<file path="config.mk">
export PLATFORM = sky130hd
export DESIGN_NAME = plc_cluster
export DESIGN_NICKNAME = d
export VERILOG_FILES = /design/src/shared/plc_pkg.sv /design/src/hdl/plc_cluster.sv
export SDC_FILE = /design/constraint.sdc
export NUM_CORES = 1
export LEC_CHECK = 0
export ABC_AREA = 1
export BUFFER_PORTS_ARGS = -buffer_cell sky130_fd_sc_hd__buf_4
export CORE_MARGIN = 10
export CORE_UTILIZATION = 61
export CTS_BUF_LIST = sky130_fd_sc_hd__clkbuf_16
export DETAILED_ROUTE_END_ITERATION = 8
export PLACE_DENSITY = 0.83
export SKIP_LAST_GASP = 1
export SLEW_MARGIN = 20
export SYNTH_ARGS = -nofsm -noshare
export SYNTH_HDL_FRONTEND = slang
export SYNTH_SLANG_ARGS = --single-unit
</file>
<file path="constraint.sdc">
create_clock -name sys_clk_i -period 11.05 [get_ports sys_clk_i]
set_input_delay 0.5525 -clock sys_clk_i [delete_from_list [all_inputs] [get_ports sys_clk_i]]
set_output_delay 0.5525 -clock sys_clk_i [all_outputs]
set_load 0.03 [all_outputs]
</file>
<file path="src/shared/plc_pkg.sv">
// Constants, field layouts and enumerations for the programmable logic cell cluster.
package plc_pkg;

  localparam int          PLC_CELLS        = 8;
  localparam logic [7:0]  PLC_ADDR_CFG     = 8'h00;
  localparam logic [7:0]  PLC_ADDR_STATUS  = 8'h04;
  localparam logic [7:0]  PLC_ADDR_LUT0    = 8'h20;
  localparam logic [7:0]  PLC_ADDR_LUT7    = 8'h3C;
  localparam logic [31:0] PLC_CFG_RESET    = 32'h0000_0000;
  localparam logic [15:0] PLC_LUT_RESET    = 16'h0000;

  localparam int PLC_CFG_MODE_LSB    = 0;
  localparam int PLC_CFG_FF_LSB      = 2;
  localparam int PLC_CFG_BYPASS      = 4;
  localparam int PLC_CFG_CLK_LSB     = 5;
  localparam int PLC_CFG_CLR_LSB     = 7;
  localparam int PLC_CFG_ALOAD       = 9;
  localparam int PLC_CFG_INVERT      = 10;
  localparam int PLC_CFG_LOCAL_REG   = 11;
  localparam int PLC_CFG_ROW_REG     = 12;
  localparam int PLC_CFG_CASC_EN     = 13;
  localparam int PLC_CFG_CHAIN_START = 14;
  localparam int PLC_CFG_CHAIN_END   = 15;
  localparam int PLC_ST_CARRY        = 16;
  localparam int PLC_ST_TRIBUS       = 17;

  typedef enum logic [1:0] {
    PLC_MODE_NORMAL    = 2'b00,
    PLC_MODE_ADDER     = 2'b01,
    PLC_MODE_UPDOWN    = 2'b10,
    PLC_MODE_CLEARABLE = 2'b11
  } plc_mode_e;

  typedef enum logic [1:0] {
    PLC_FF_D  = 2'b00,
    PLC_FF_T  = 2'b01,
    PLC_FF_JK = 2'b10,
    PLC_FF_SR = 2'b11
  } plc_ff_e;

  typedef enum logic [1:0] {
    PLC_CLK_GLOBAL   = 2'b00,
    PLC_CLK_PIN      = 2'b01,
    PLC_CLK_INTERNAL = 2'b10,
    PLC_CLK_FREE     = 2'b11
  } plc_clk_e;

  typedef enum logic [1:0] {
    PLC_CLR_FIRST    = 2'b00,
    PLC_CLR_SECOND   = 2'b01,
    PLC_CLR_PIN      = 2'b10,
    PLC_CLR_INTERNAL = 2'b11
  } plc_clr_e;

endpackage

</file>
<file path="src/hdl/plc_cluster.sv">
// Cluster of eight programmable logic cells with carry, cascade and tri-state emulation.
//
// Summary of operation
// Each cell has a 4-input lookup table, one register, carry and cascade links.
// The register acts as a D, T, JK or SR flip-flop.
// Bypass sends the lookup result straight to the cell outputs.
// Register clock and clear come from global, pin or internal sources.
// Local and row outputs are each selected independently.
// One output may carry the lookup result while the other carries the register.
// Carry in feeds the cell lookup and the next carry stage upward.
// Eight cells per cluster; longer chains continue into further clusters.
// Chains skip alternate clusters; last cell feeds the next cluster's first cell.
// Chains do not cross the memory block; a new chain starts beyond it.
// An n-bit adder uses n+1 cells; register is bypassed or accumulates. Here the register only stores the sum, with no feedback.
// Carry goes straight to the next bit; the final carry lands in a cell.
// Up/down counters have count enable, clock enable, direction and load.
// Counters use two 3-input functions and a 2:1 load multiplexer.
// Counter registers also load asynchronously through clear and preset.
// Clearable counters take a synchronous clear in place of cascade in.
// The load multiplexer output is ANDed with the synchronous clear.
// Emulated tri-state bus reads low on contention, high when undriven.
// Either cluster control line may serve as the asynchronous clear.
// In load mode the first control line copies the third input in.
// Third input held high makes the first control line a preset.
// Preset may use the clear with register input and output inverted.
// With load and clear, the second line clears and the first loads.
// Clock enable low holds the register; asynchronous controls still act.
// Clear wins over load when both are asserted.
module plc_cluster
  import plc_pkg::*;
(
  input  wire logic        sys_clk_i,
  input  wire logic        resetn_i,
  input  wire logic [7:0]  avs_address_i,
  input  wire logic        avs_read_i,
  input  wire logic        avs_write_i,
  input  wire logic [31:0] avs_writedata_i,
  input  wire logic [3:0]  avs_byteenable_i,
  output logic      [31:0] avs_readdata_o,
  output logic             avs_waitrequest_o,
  input  wire logic [7:0]  data_a_i,
  input  wire logic [7:0]  data_b_i,
  input  wire logic [7:0]  cell_input_third_i,
  input  wire logic        carry_in_i,
  input  wire logic        cascade_in_i,
  input  wire logic        cluster_control_first_i,
  input  wire logic        cluster_control_second_i,
  input  wire logic        global_clk_en_i,
  input  wire logic        internal_clk_en_i,
  input  wire logic        pin_clk_i,
  input  wire logic        pin_clear_i,
  input  wire logic        count_enable_i,
  input  wire logic        clock_enable_i,
  input  wire logic        up_down_i,
  input  wire logic        sync_load_i,
  input  wire logic [7:0]  tri_oe_i,
  output logic      [7:0]  local_out_o,
  output logic      [7:0]  row_out_o,
  output logic             carry_out_o,
  output logic             cascade_out_o,
  output logic             tri_bus_o
);

  //////////////////////////////////////////////////////////////////////////////
  // Helper functions.

  function automatic logic [31:0] plc_merge(input logic [31:0] old_v,
                                            input logic [31:0] new_v,
                                            input logic [3:0]  be);
    logic [31:0] res;
    res = old_v;
    for (int k = 0; k < 4; k++)
    begin
      if (be[k])
      begin
        res[k*8 +: 8] = new_v[k*8 +: 8];
      end
    end
    return res;
  endfunction

  function automatic logic plc_ff_next(input plc_ff_e kind,
                                       input logic    q,
                                       input logic    d,
                                       input logic    k);
    logic res;
    case (kind)
      PLC_FF_D:  res = d;
      PLC_FF_T:  res = q ^ d;
      PLC_FF_JK: res = (d & ~q) | (~k & q);
      PLC_FF_SR: res = d | (~k & q);
      default:   res = d;
    endcase
    return res;
  endfunction

  function automatic logic plc_tri_resolve(input logic [7:0] drv,
                                           input logic [7:0] oe);
    return (oe == 8'h00) | (((oe & (oe - 8'h01)) == 8'h00) & (|(drv & oe)));
  endfunction

  //////////////////////////////////////////////////////////////////////////////
  // Configuration registers and bus slave.

  logic [31:0] cfg_reg;
  logic [15:0] lut_reg [PLC_CELLS];
  logic        waitreq_reg;
  logic [31:0] rdata_reg;
  logic [7:0]  q_store_reg;
  logic [7:0]  q_vis;
  logic [7:0]  lut_val;
  logic [7:0]  d_val;
  logic        carry_final;
  logic        casc_final;
  logic        chain;
  logic        casc;
  logic        acc_ok;

  plc_mode_e mode;
  plc_ff_e   ff_kind;
  plc_clk_e  clk_src;
  plc_clr_e  clr_src;

  assign mode    = plc_mode_e'(cfg_reg[PLC_CFG_MODE_LSB +: 2]);
  assign ff_kind = plc_ff_e'(cfg_reg[PLC_CFG_FF_LSB +: 2]);
  assign clk_src = plc_clk_e'(cfg_reg[PLC_CFG_CLK_LSB +: 2]);
  assign clr_src = plc_clr_e'(cfg_reg[PLC_CFG_CLR_LSB +: 2]);
  assign acc_ok  = (avs_read_i | avs_write_i) & ~waitreq_reg;

  always_ff @(posedge sys_clk_i)
  begin
    if (!resetn_i)
    begin
      waitreq_reg <= 1'b1;
    end
    else
    begin
      waitreq_reg <= ~((avs_read_i | avs_write_i) & waitreq_reg);
    end
  end

  always_ff @(posedge sys_clk_i)
  begin
    if (!resetn_i)
    begin
      cfg_reg <= PLC_CFG_RESET;
      for (int i = 0; i < PLC_CELLS; i++)
      begin
        lut_reg[i] <= PLC_LUT_RESET;
      end
    end
    else if (avs_write_i && acc_ok)
    begin
      if (avs_address_i == PLC_ADDR_CFG)
      begin
        cfg_reg <= plc_merge(cfg_reg, avs_writedata_i, avs_byteenable_i);
      end
      for (int i = 0; i < PLC_CELLS; i++)
      begin
        if (avs_address_i == PLC_ADDR_LUT0 + 8'(i * 4))
        begin
          lut_reg[i] <= 16'(plc_merge({16'h0000, lut_reg[i]}, avs_writedata_i,
                                      avs_byteenable_i));
        end
      end
    end
  end

  always_ff @(posedge sys_clk_i)
  begin
    if (!resetn_i)
    begin
      rdata_reg <= 32'h0000_0000;
    end
    else if ((avs_read_i | avs_write_i) && waitreq_reg)
    begin
      rdata_reg <= 32'h0000_0000;
      if (avs_address_i == PLC_ADDR_CFG)
      begin
        rdata_reg <= cfg_reg;
      end
      else if (avs_address_i == PLC_ADDR_STATUS)
      begin
        rdata_reg <= {14'h0000, tri_bus_o, carry_out_o, lut_val, q_vis};
      end
      else if (avs_address_i >= PLC_ADDR_LUT0 && avs_address_i <= PLC_ADDR_LUT7
               && avs_address_i[1:0] == 2'b00)
      begin
        rdata_reg <= {16'h0000, lut_reg[avs_address_i[4:2]]};
      end
    end
  end

  assign avs_readdata_o    = rdata_reg;
  assign avs_waitrequest_o = waitreq_reg;

  //////////////////////////////////////////////////////////////////////////////
  // Pin synchronisers and register control selection.

  logic pclk_s1_reg;
  logic pclk_s2_reg;
  logic pclk_s3_reg;
  logic pclr_s1_reg;
  logic pclr_s2_reg;
  logic clk_fire;
  logic clr_hit;
  logic ld_hit;

  always_ff @(posedge sys_clk_i)
  begin
    if (!resetn_i)
    begin
      pclk_s1_reg <= 1'b0;
      pclk_s2_reg <= 1'b0;
      pclk_s3_reg <= 1'b0;
      pclr_s1_reg <= 1'b0;
      pclr_s2_reg <= 1'b0;
    end
    else
    begin
      pclk_s1_reg <= pin_clk_i;
      pclk_s2_reg <= pclk_s1_reg;
      pclk_s3_reg <= pclk_s2_reg;
      pclr_s1_reg <= pin_clear_i;
      pclr_s2_reg <= pclr_s1_reg;
    end
  end

  always_comb
  begin
    case (clk_src)
      PLC_CLK_GLOBAL:   clk_fire = global_clk_en_i;
      PLC_CLK_PIN:      clk_fire = pclk_s2_reg & ~pclk_s3_reg;
      PLC_CLK_INTERNAL: clk_fire = internal_clk_en_i;
      default:          clk_fire = 1'b1;
    endcase
    if (cfg_reg[PLC_CFG_ALOAD])
    begin
      clr_hit = (clr_src != PLC_CLR_FIRST) & cluster_control_second_i;
    end
    else
    begin
      case (clr_src)
        PLC_CLR_FIRST:  clr_hit = cluster_control_first_i;
        PLC_CLR_SECOND: clr_hit = cluster_control_second_i;
        PLC_CLR_PIN:    clr_hit = pclr_s2_reg;
        default:        clr_hit = lut_val[7];
      endcase
    end
    ld_hit = cfg_reg[PLC_CFG_ALOAD] & cluster_control_first_i;
  end

  //////////////////////////////////////////////////////////////////////////////
  // Lookup tables, carry chain and cascade chain.

  assign q_vis = q_store_reg ^ {8{cfg_reg[PLC_CFG_INVERT]}};

  always_comb
  begin
    chain = cfg_reg[PLC_CFG_CHAIN_START] ? (mode != PLC_MODE_ADDER) : carry_in_i;
    if (mode == PLC_MODE_UPDOWN || mode == PLC_MODE_CLEARABLE)
    begin
      chain = chain & count_enable_i;
    end
    casc    = cascade_in_i;
    lut_val = 8'h00;
    d_val   = 8'h00;
    for (int i = 0; i < PLC_CELLS; i++)
    begin
      case (mode)
        PLC_MODE_ADDER:
        begin
          if (i == PLC_CELLS - 1 && cfg_reg[PLC_CFG_CHAIN_END])
          begin
            lut_val[i] = chain;
          end
          else
          begin
            lut_val[i] = data_a_i[i] ^ data_b_i[i] ^ chain;
            chain = (data_a_i[i] & data_b_i[i]) | (chain & (data_a_i[i] ^ data_b_i[i]));
          end
          d_val[i] = lut_val[i];
        end
        PLC_MODE_UPDOWN:
        begin
          lut_val[i] = q_vis[i] ^ chain;
          chain = (up_down_i ? q_vis[i] : ~q_vis[i]) & chain;
          d_val[i] = sync_load_i ? data_a_i[i] : lut_val[i];
        end
        PLC_MODE_CLEARABLE:
        begin
          lut_val[i] = q_vis[i] ^ chain;
          chain = q_vis[i] & chain;
          d_val[i] = (sync_load_i ? data_a_i[i] : lut_val[i]) & cascade_in_i;
        end
        default:
        begin
          lut_val[i] = lut_reg[i][{chain, cell_input_third_i[i],
                                   data_b_i[i], data_a_i[i]}];
          if (cfg_reg[PLC_CFG_CASC_EN])
          begin
            lut_val[i] = lut_val[i] & casc;
          end
          casc = lut_val[i];
          d_val[i] = lut_val[i];
        end
      endcase
    end
    carry_final = chain;
    casc_final  = casc;
  end

  //////////////////////////////////////////////////////////////////////////////
  // Cell registers.

  always_ff @(posedge sys_clk_i)
  begin
    if (!resetn_i)
    begin
      q_store_reg <= 8'h00;
    end
    else if (clr_hit)
    begin
      q_store_reg <= 8'h00;
    end
    else if (ld_hit)
    begin
      q_store_reg <= cell_input_third_i ^ {8{cfg_reg[PLC_CFG_INVERT]}};
    end
    else if (clk_fire && clock_enable_i)
    begin
      for (int i = 0; i < PLC_CELLS; i++)
      begin
        q_store_reg[i] <= cfg_reg[PLC_CFG_INVERT] ^ plc_ff_next(
          (mode == PLC_MODE_NORMAL) ? ff_kind : PLC_FF_D, q_vis[i], d_val[i], data_b_i[i]);
      end
    end
  end

  //////////////////////////////////////////////////////////////////////////////
  // Registered cell outputs and tri-state emulation.

  always_ff @(posedge sys_clk_i)
  begin
    if (!resetn_i)
    begin
      local_out_o   <= 8'h00;
      row_out_o     <= 8'h00;
      carry_out_o   <= 1'b0;
      cascade_out_o <= 1'b0;
      tri_bus_o     <= 1'b1;
    end
    else
    begin
      local_out_o   <= (cfg_reg[PLC_CFG_LOCAL_REG] & ~cfg_reg[PLC_CFG_BYPASS]) ?
                       q_vis : lut_val;
      row_out_o     <= (cfg_reg[PLC_CFG_ROW_REG] & ~cfg_reg[PLC_CFG_BYPASS]) ?
                       q_vis : lut_val;
      carry_out_o   <= carry_final;
      cascade_out_o <= casc_final;
      tri_bus_o     <= plc_tri_resolve(lut_val, tri_oe_i);
    end
  end
endmodule

</file>
# Yosys cells after proc, flatten, opt, wreduce, memory -nomap -nowiden
# Memory sizes are Yosys's and may differ from the RTL's.
# Index checks and enable logic that the tools add are counted.
[classes] add_sub_neg=1 order_cmp=10 eq_ne=20 mux=232 n_bitwise=172 n_reduce_logical=24
[op_table] cell="2-to-1 mux 8 bit" n=68
[op_table] cell="2-to-1 mux 16 bit" n=9
[op_table] cell="2-to-1 mux 1 bit" n=110
[op_table] cell="AND 1 bit" n=73
[op_table] cell="== test 8 x 6 -> 1 bit (second input constant)" n=8
[op_table] cell="case mux 1 bit (3 select lines)" n=18
[op_table] cell="< comparator 4 x 5 -> 1 bit (second input constant)" n=8
[op_table] cell="XOR 1 bit" n=40
[op_table] cell="bitwise OR 1 bit" n=34
[op_table] cell="binary-select mux 1 bit (select 4 bit)" n=8
[op_table] cell="2-to-1 mux 32 bit" n=1
[op_table] cell="case mux 1 bit (4 select lines)" n=8
[op_table] cell="logical NOT 8 bit" n=3
[op_table] cell="inverter 1 bit" n=21
[op_table] cell="2-to-1 mux 18 bit" n=1
[op_table] cell="AND 8 bit" n=2
[op_table] cell="case mux 1 bit (2 select lines)" n=8
[op_table] cell="XOR 8 bit" n=2
[op_table] cell="== test 2 bit (second input constant)" n=6
[op_table] cell="AND reduction 3 bit" n=4
[op_table] cell="logical NOT 2 bit" n=5
[op_table] cell="== test 2 x 1 -> 1 bit (second input constant)" n=4
[op_table] cell="== test 8 x 3 -> 1 bit (second input constant)" n=1
[op_table] cell=">= comparator 8 x 6 -> 1 bit (second input constant)" n=1
[op_table] cell="other kinds (10)" n=16
[word_totals] ff_bits=97 ram_bits=128 in_bits=92 output_inout_bits=52 elab_cells=477 memories=1
[memory_table] memory="lut_reg" depth=8 word_bits=16 read_ports=9 rd_clocked_by_memory_dff=0 wr=8 line_no="plc_cluster.sv:106" text="logic [15:0] lut_reg [PLC_CELLS];"

# Longest topological paths before layout
[logic_depth] depth_word=40 ltp_mapped=44 mapped_depth_nobuf=43

# Worst setup path before layout
# No wires, ideal clock.
[synth_path] path_kind="in2reg" startpoint="input carry_in_i" endpoint="register q_store_reg[7]" setup_time_ns=0.118 arrival_ns=6.405 t_required_ns=10.932 setup_slack_ns=4.527 cell_stages=41 path_buffers=0 path_cell_list="o21ai_0 > nor2_4 > fa_1 > o21ai_1 > inv_1 > nand2_1 > fa_1 > or2_2 > nand2_2 > fa_1 > nand2_1 > nand2_4 > fa_1 > nand2_1 > nand2_4 > fa_1 > nand2_1 > nand2_4 > [... 5 more ...] > fa_1 > o21ai_0 > inv_1 > nand2_2 > fa_1 > nand2_1 > nand3_2 > nand3_1 > ha_1 > a21oi_1 > o21ai_0 > o211ai_1 > inv_1 > nand2_1 > nand3_1 > nand2_1 > nor2_1 > nor2_1"
[synth_between] elab_chain_len=39 elab_cells_between_ends=99 classes_between="53 x mux; 45 x bitwise; 1 x reduce/logical"
[synth_lines] element="start: declaration" line_no="plc_cluster.sv:44" text="input wire logic carry_in_i,"
[synth_lines] element="2-to-1 mux 1 bit (*)" line_no="plc_cluster.sv:260" text="chain = cfg_reg[PLC_CFG_CHAIN_START] ? (mode != PLC_MODE_ADDER) : carry_in_i;"
[synth_lines] element="AND 1 bit" line_no="plc_cluster.sv:263" text="chain = chain & count_enable_i;"
[synth_lines] element="2-to-1 mux 1 bit (*)" line_no="plc_cluster.sv:261" text="if (mode == PLC_MODE_UPDOWN || mode == PLC_MODE_CLEARABLE)"
[synth_lines] element="AND 1 bit or binary-select mux 1 bit (select 4 bit) (tied branches)" line_no="plc_cluster.sv:280, plc_cluster.sv:298"
[synth_lines] element="bitwise OR 1 bit or 2-to-1 mux 1 bit (tied branches)" line_no="plc_cluster.sv:280, plc_cluster.sv:298"
[synth_lines] element="case mux 1 bit (3 select lines) or AND 1 bit (tied branches)" line_no="plc_cluster.sv:270, plc_cluster.sv:302"
[synth_lines] element="AND 1 bit, or another cell as far along" line_no="plc_cluster.sv:280" text="chain = (data_a_i[i] & data_b_i[i]) | (chain & (data_a_i[i] ^ data_b_i[i]));"
[synth_lines] element="bitwise OR 1 bit, or another cell as far along" line_no="plc_cluster.sv:280"
[synth_lines] element="[... 23 more ...]"
[synth_lines] element="case mux 1 bit (4 select lines)" line_no="plc_cluster.sv:87" text="case (kind)"
[synth_lines] element="2-to-1 mux 1 bit" line_no="plc_cluster.sv:330" text="else if (clk_fire && clock_enable_i)"
[synth_lines] element="2-to-1 mux 1 bit" line_no="plc_cluster.sv:326" text="else if (ld_hit)"
[synth_lines] element="2-to-1 mux 1 bit" line_no="plc_cluster.sv:322" text="else if (clr_hit)"
[synth_lines] element="2-to-1 mux 1 bit" line_no="plc_cluster.sv:318" text="if (!resetn_i)"
[synth_lines] element="XOR 1 bit" line_no="plc_cluster.sv:334" text="q_store_reg[i] <= cfg_reg[PLC_CFG_INVERT] ^ plc_ff_next("
[synth_lines] element="2-to-1 mux 8 bit" line_no="plc_cluster.sv:330"
[synth_lines] element="2-to-1 mux 8 bit" line_no="plc_cluster.sv:326"
[synth_lines] element="end signal: assignment" line_no="plc_cluster.sv:328" text="q_store_reg <= cell_input_third_i ^ {8{cfg_reg[PLC_CFG_INVERT]}};"
[synth_lines] element="end signal: indexed assignment" line_no="plc_cluster.sv:334"
[synth_lines] element="end: declaration" line_no="plc_cluster.sv:109" text="logic [7:0] q_store_reg;"
# Mark *: on every way between the ends. The rest lies on a longest branch, timed or not. The select of a mux whose other input is x is not followed.
# A chain may end at the register's enable or synchronous reset.

# Worst setup path after layout
[layout_path] startpoint="register cfg_reg[1]" endpoint="register q_store_reg[7]"
[layout_between] elab_chain_len=40 elab_cells_between_ends=112 classes_between="7 x eq/ne; 54 x mux; 45 x bitwise; 6 x reduce/logical"
[layout_lines] element="start: declaration" line_no="plc_cluster.sv:105" text="logic [31:0] cfg_reg;"
[layout_lines] element="start signal: assignment" line_no="plc_cluster.sv:156" text="cfg_reg <= plc_merge(cfg_reg, avs_writedata_i, avs_byteenable_i);"
[layout_lines] element="!= test 2 x 1 -> 1 bit" line_no="plc_cluster.sv:260"
[layout_lines] element="2-to-1 mux 1 bit" line_no="plc_cluster.sv:260"
[layout_lines] element="AND 1 bit" line_no="plc_cluster.sv:263"
[layout_lines] element="2-to-1 mux 1 bit" line_no="plc_cluster.sv:261"
[layout_lines] element="AND 1 bit or binary-select mux 1 bit (select 4 bit) (tied branches)" line_no="plc_cluster.sv:280, plc_cluster.sv:298"
[layout_lines] element="bitwise OR 1 bit or 2-to-1 mux 1 bit (tied branches)" line_no="plc_cluster.sv:280, plc_cluster.sv:298"
[layout_lines] element="case mux 1 bit (3 select lines) or AND 1 bit (tied branches)" line_no="plc_cluster.sv:270, plc_cluster.sv:302"
[layout_lines] element="AND 1 bit, or another cell as far along" line_no="plc_cluster.sv:280"
[layout_lines] element="[... 24 more ...]"
[layout_lines] element="case mux 1 bit (4 select lines)" line_no="plc_cluster.sv:87"
[layout_lines] element="2-to-1 mux 1 bit" line_no="plc_cluster.sv:330"
[layout_lines] element="2-to-1 mux 1 bit" line_no="plc_cluster.sv:326"
[layout_lines] element="2-to-1 mux 1 bit" line_no="plc_cluster.sv:322"
[layout_lines] element="2-to-1 mux 1 bit" line_no="plc_cluster.sv:318"
[layout_lines] element="XOR 1 bit" line_no="plc_cluster.sv:334"
[layout_lines] element="2-to-1 mux 8 bit" line_no="plc_cluster.sv:330"
[layout_lines] element="2-to-1 mux 8 bit" line_no="plc_cluster.sv:326"
# Parallel ways exist; a longest one is shown, timed or not. The select of a mux whose other input is x is not followed.

==> summary.md <==
| Metric | Value |
|---|---|
| DR WL/cell | between 20 and 25 µm |
| Reg clk slew, reported paths | 70 ps |
| Most frequent CP cell | nand2_1 |
| Final nets | 1713 |
| Crit Path Max Fanout | 16 |
| Largest family of logic cells by synthesized area | simple AND/OR/NAND/NOR gates |
| DRT Wirelength | about 45000 µm |
| Seq/Total Area, Yosys | between 40% and 50% |
| Syn nets | approximately 1600 |
| CP peak stage delay | around 800 ps |
| VDD IR max | approximately 0.15 mV |
| Top delay family on crit path | adder cells |
| Total grt overflow | 0 |
| Max Used Layer | met5 |
| Placeable Area | roughly 19000 µm² |
| Total clock sinks | roughly 230 |
| Fraction of registers with async set/reset | 0% |
| Share of layout cells above drive strength 1 | between 10 and 15% |
| WL met1 | around 16000 µm |
| Slew @ Worst Pin | 1130 ps |
| Post-synth EDFFs | around 130 |
| Placer Congestion | between 1 and 1.5 |
| Syn Area/Cell | ~8.1 µm² |
| Reg2reg setup slack | 3550 ps |
| Vias in the first global route | 11300 |
| Initial DRC count | 1888 |
| Post-synthesis adder-cell area fraction | between 2 and 2.5% |
| Via Count | 12000 |
| Worst slew margin | between 20% and 30% |
| Total power | between 2000 and 2500 µW |
| Post-route ant nets | 0 |
| # resized after CTS | 0 |
| WP data required | between 10000 and 15000 ps |
| Post-Syn Area | 12000 µm² |
| PwrDens | 143 nW/µm² |
| Met2 routed WL | 20400 µm |
| Total negative slack | 0 ps |
| RSZ-0062 raised after global routing | false |
| CP endpoint kind | flop |
| Buffers plus inverters on the worst setup path | 3 |
| Mux cell area share after synthesis | less than 1% |
| Initial cell density of the core | approximately three fifths |
| Synth area leaders | edfxtp_1 (32%), dfxtp_1 (16%), nand2_1 (8.0%) |
| Yosys warning count | 0 |
| Cell row count | 51 |
| Total track usage | about a third |
| CTS buffer count | 24 |
| CTS tree | built |
| Initial antenna violation count | 1 |
| Max-slew violations | 0 |
| Slowest-stage cell, CP | dfxtp_1 |
| Metal3 WL | roughly 6000 µm |
| TritonRoute pass-1 iters | 6 |
| Fmax | between 100 and 150 MHz |
| Drt drc | 0 |
| Finished Layout Cells | ~1900 |
| # hold bufs at CTS | 0 |
| Post-Route Skew | 21.9 ps |
| CP arrival | between 7000 and 8000 ps |
| Crit Path Category | reg -> reg |
| Top_reg_cell synth | edfxtp_1 |
| Final Hold Fails | 0 |
| Die Wd | about 160 µm |
| Longest Clk Path Bufs | 3 |
| Hold WC Path Type | in -> reg |
| Synth Area in Compound Gates | about 20% |
| Slack of the critical path | 3550 ps |
| DP HPWL | 33100 µm |
| Htree depth | 1 |
| Fin crit share | approximately 68% |
| Die area | around 26000 µm² |
| Flops & latches, synth | between 200 and 250 |
| Cell taking the most area after synthesis | edfxtp_1 |
| Area share of and/or/nand/nor cells after synthesis | between 20% and 30% |
| XOR/XNOR Fraction of Synth Area | under 10% |
| Endpoints failing setup | 0 |
| Min Clock Period, post-route | 7500 ps |
| Max FFs per register | roughly 130 |
| Startpoint Class | flop |
| Root buf cell | clkbuf_16 |
| Status | finished, final reports clean |
| Placed insts | approximately 1800 |
| Synth cell types | between 50 and 60 |
| Post-CTS Setup Repair Bufs | 0 |
| Area grow syn2layout | 16.5% |
| I/O Pins | roughly 140 |
| Die Ht | between 150 and 200 µm |
| Max Cap Violations | 0 |
| Largest net degree at the start of global routing | 79 |
| # port buffers | 143 |
| First-pass GRT wire length | ~66000 µm |
| Hold slack | around 220 ps |
| Vias per std cell | roughly 6.3 |
| Leak pwr | ~0.0059 µW |
| Setup WS pre-CTS | 3630 ps |
| Worst skew pair latency | between 500 and 600 ps |
| Cells after Synth | ~1500 |
| Synth top area share | around 32% |
| Ant. Diodes | 0 |
==> Yosys cell counts (all sizes together) (3+ instances only) <==
library cell	instances
nand2	278
nor2	193
o21ai	180
inv	140
edfxtp	128
a21oi	113
dfxtp	97
nand3	89
o22ai	64
clkbuf	61
nor3	20
o211ai	19
xor2	11
a31oi	9
clkinv	8
fa	8
ha	8
o221ai	8
buf	7
nand4	6
xnor2	6
a22oi	4
a221o	3
a221oi	3
a32o	3
o2111ai	3
o31ai	3
or2	3
==> worst paths after layout <==
path / start / endpoint / cells past startpoint
max: cfg_reg[1] / q_store_reg[7] / 42
min: pin_clk_i / pclk_s1_reg / 3
max reg2reg: cfg_reg[1] / q_store_reg[7] / 42
min reg2reg: pclk_s1_reg / pclk_s2_reg / 2
==> cell type report <==
class                   count  area, µm²
multi-input cells        1050       5400
repair buffers            156       1170
flip-flops and latches    225       5790
well taps                 265        332
clock inverters            16        123
fillers                  1536       5410
clock buffers              25        626
inverters                 148        558
==> power by group <==
part / leakage, µW / switching (µW) / internal [µW] / total (µW)
sequential: 0.00210 / 19.3 / 917 / 936
clock: 0.000385 / 332 / 452 / 785
combinational: 0.00343 / 196 / 89.9 / 286
total: 0.00591 / 548 / 1460 / 2010
==> kinds of logic after synthesis <==
| group | Yosys count |
|---|---|
| and+or+nand+nor | 591 |
| AOI/OAI and AO/OA | 425 |
| DFF | 225 |
| buffers and inverters | 216 |
| xor gates and xnor gates | 17 |
| adders and majority gates | 16 |
| muxes | 1 |
==> metrics by stage <==
stage / area (µm²) / util [%]
floorplan: 12000 / -
finish: 14000 / 72.1
CTS: 14000 / 72.1
global placement: 13200 / 68.3
global route: 14000 / 72.1
detailed placement: 13200 / 68.3
==> worst min-delay path: cells and delay by family <==
| kind | cells | cell delay, ps |
|---|---|---|
| AND/OR/NAND/NOR | 1 | 40 |
| buffers and inverters | 2 | 120 |
==> cell usage in the layout, fill, tap and decap left out, types with 64 or more instances in the layout <==
master	n
edfxtp_1	128
buf_4	156
inv_1	141
dfxtp_1	97
nand3_1	86
o22ai_1	64
nor2_1	191
o21ai_0	163
a21oi_1	112
nand2_1	256
==> layer usage <==
layer	track usage, %	up-vias
li1	-	5388
met1	41.6	5572
met2	52.7	862
met3	9.48	136
met4	11.6	2
met5	0	-
Note: power is estimated with default switching activity, not from simulation.
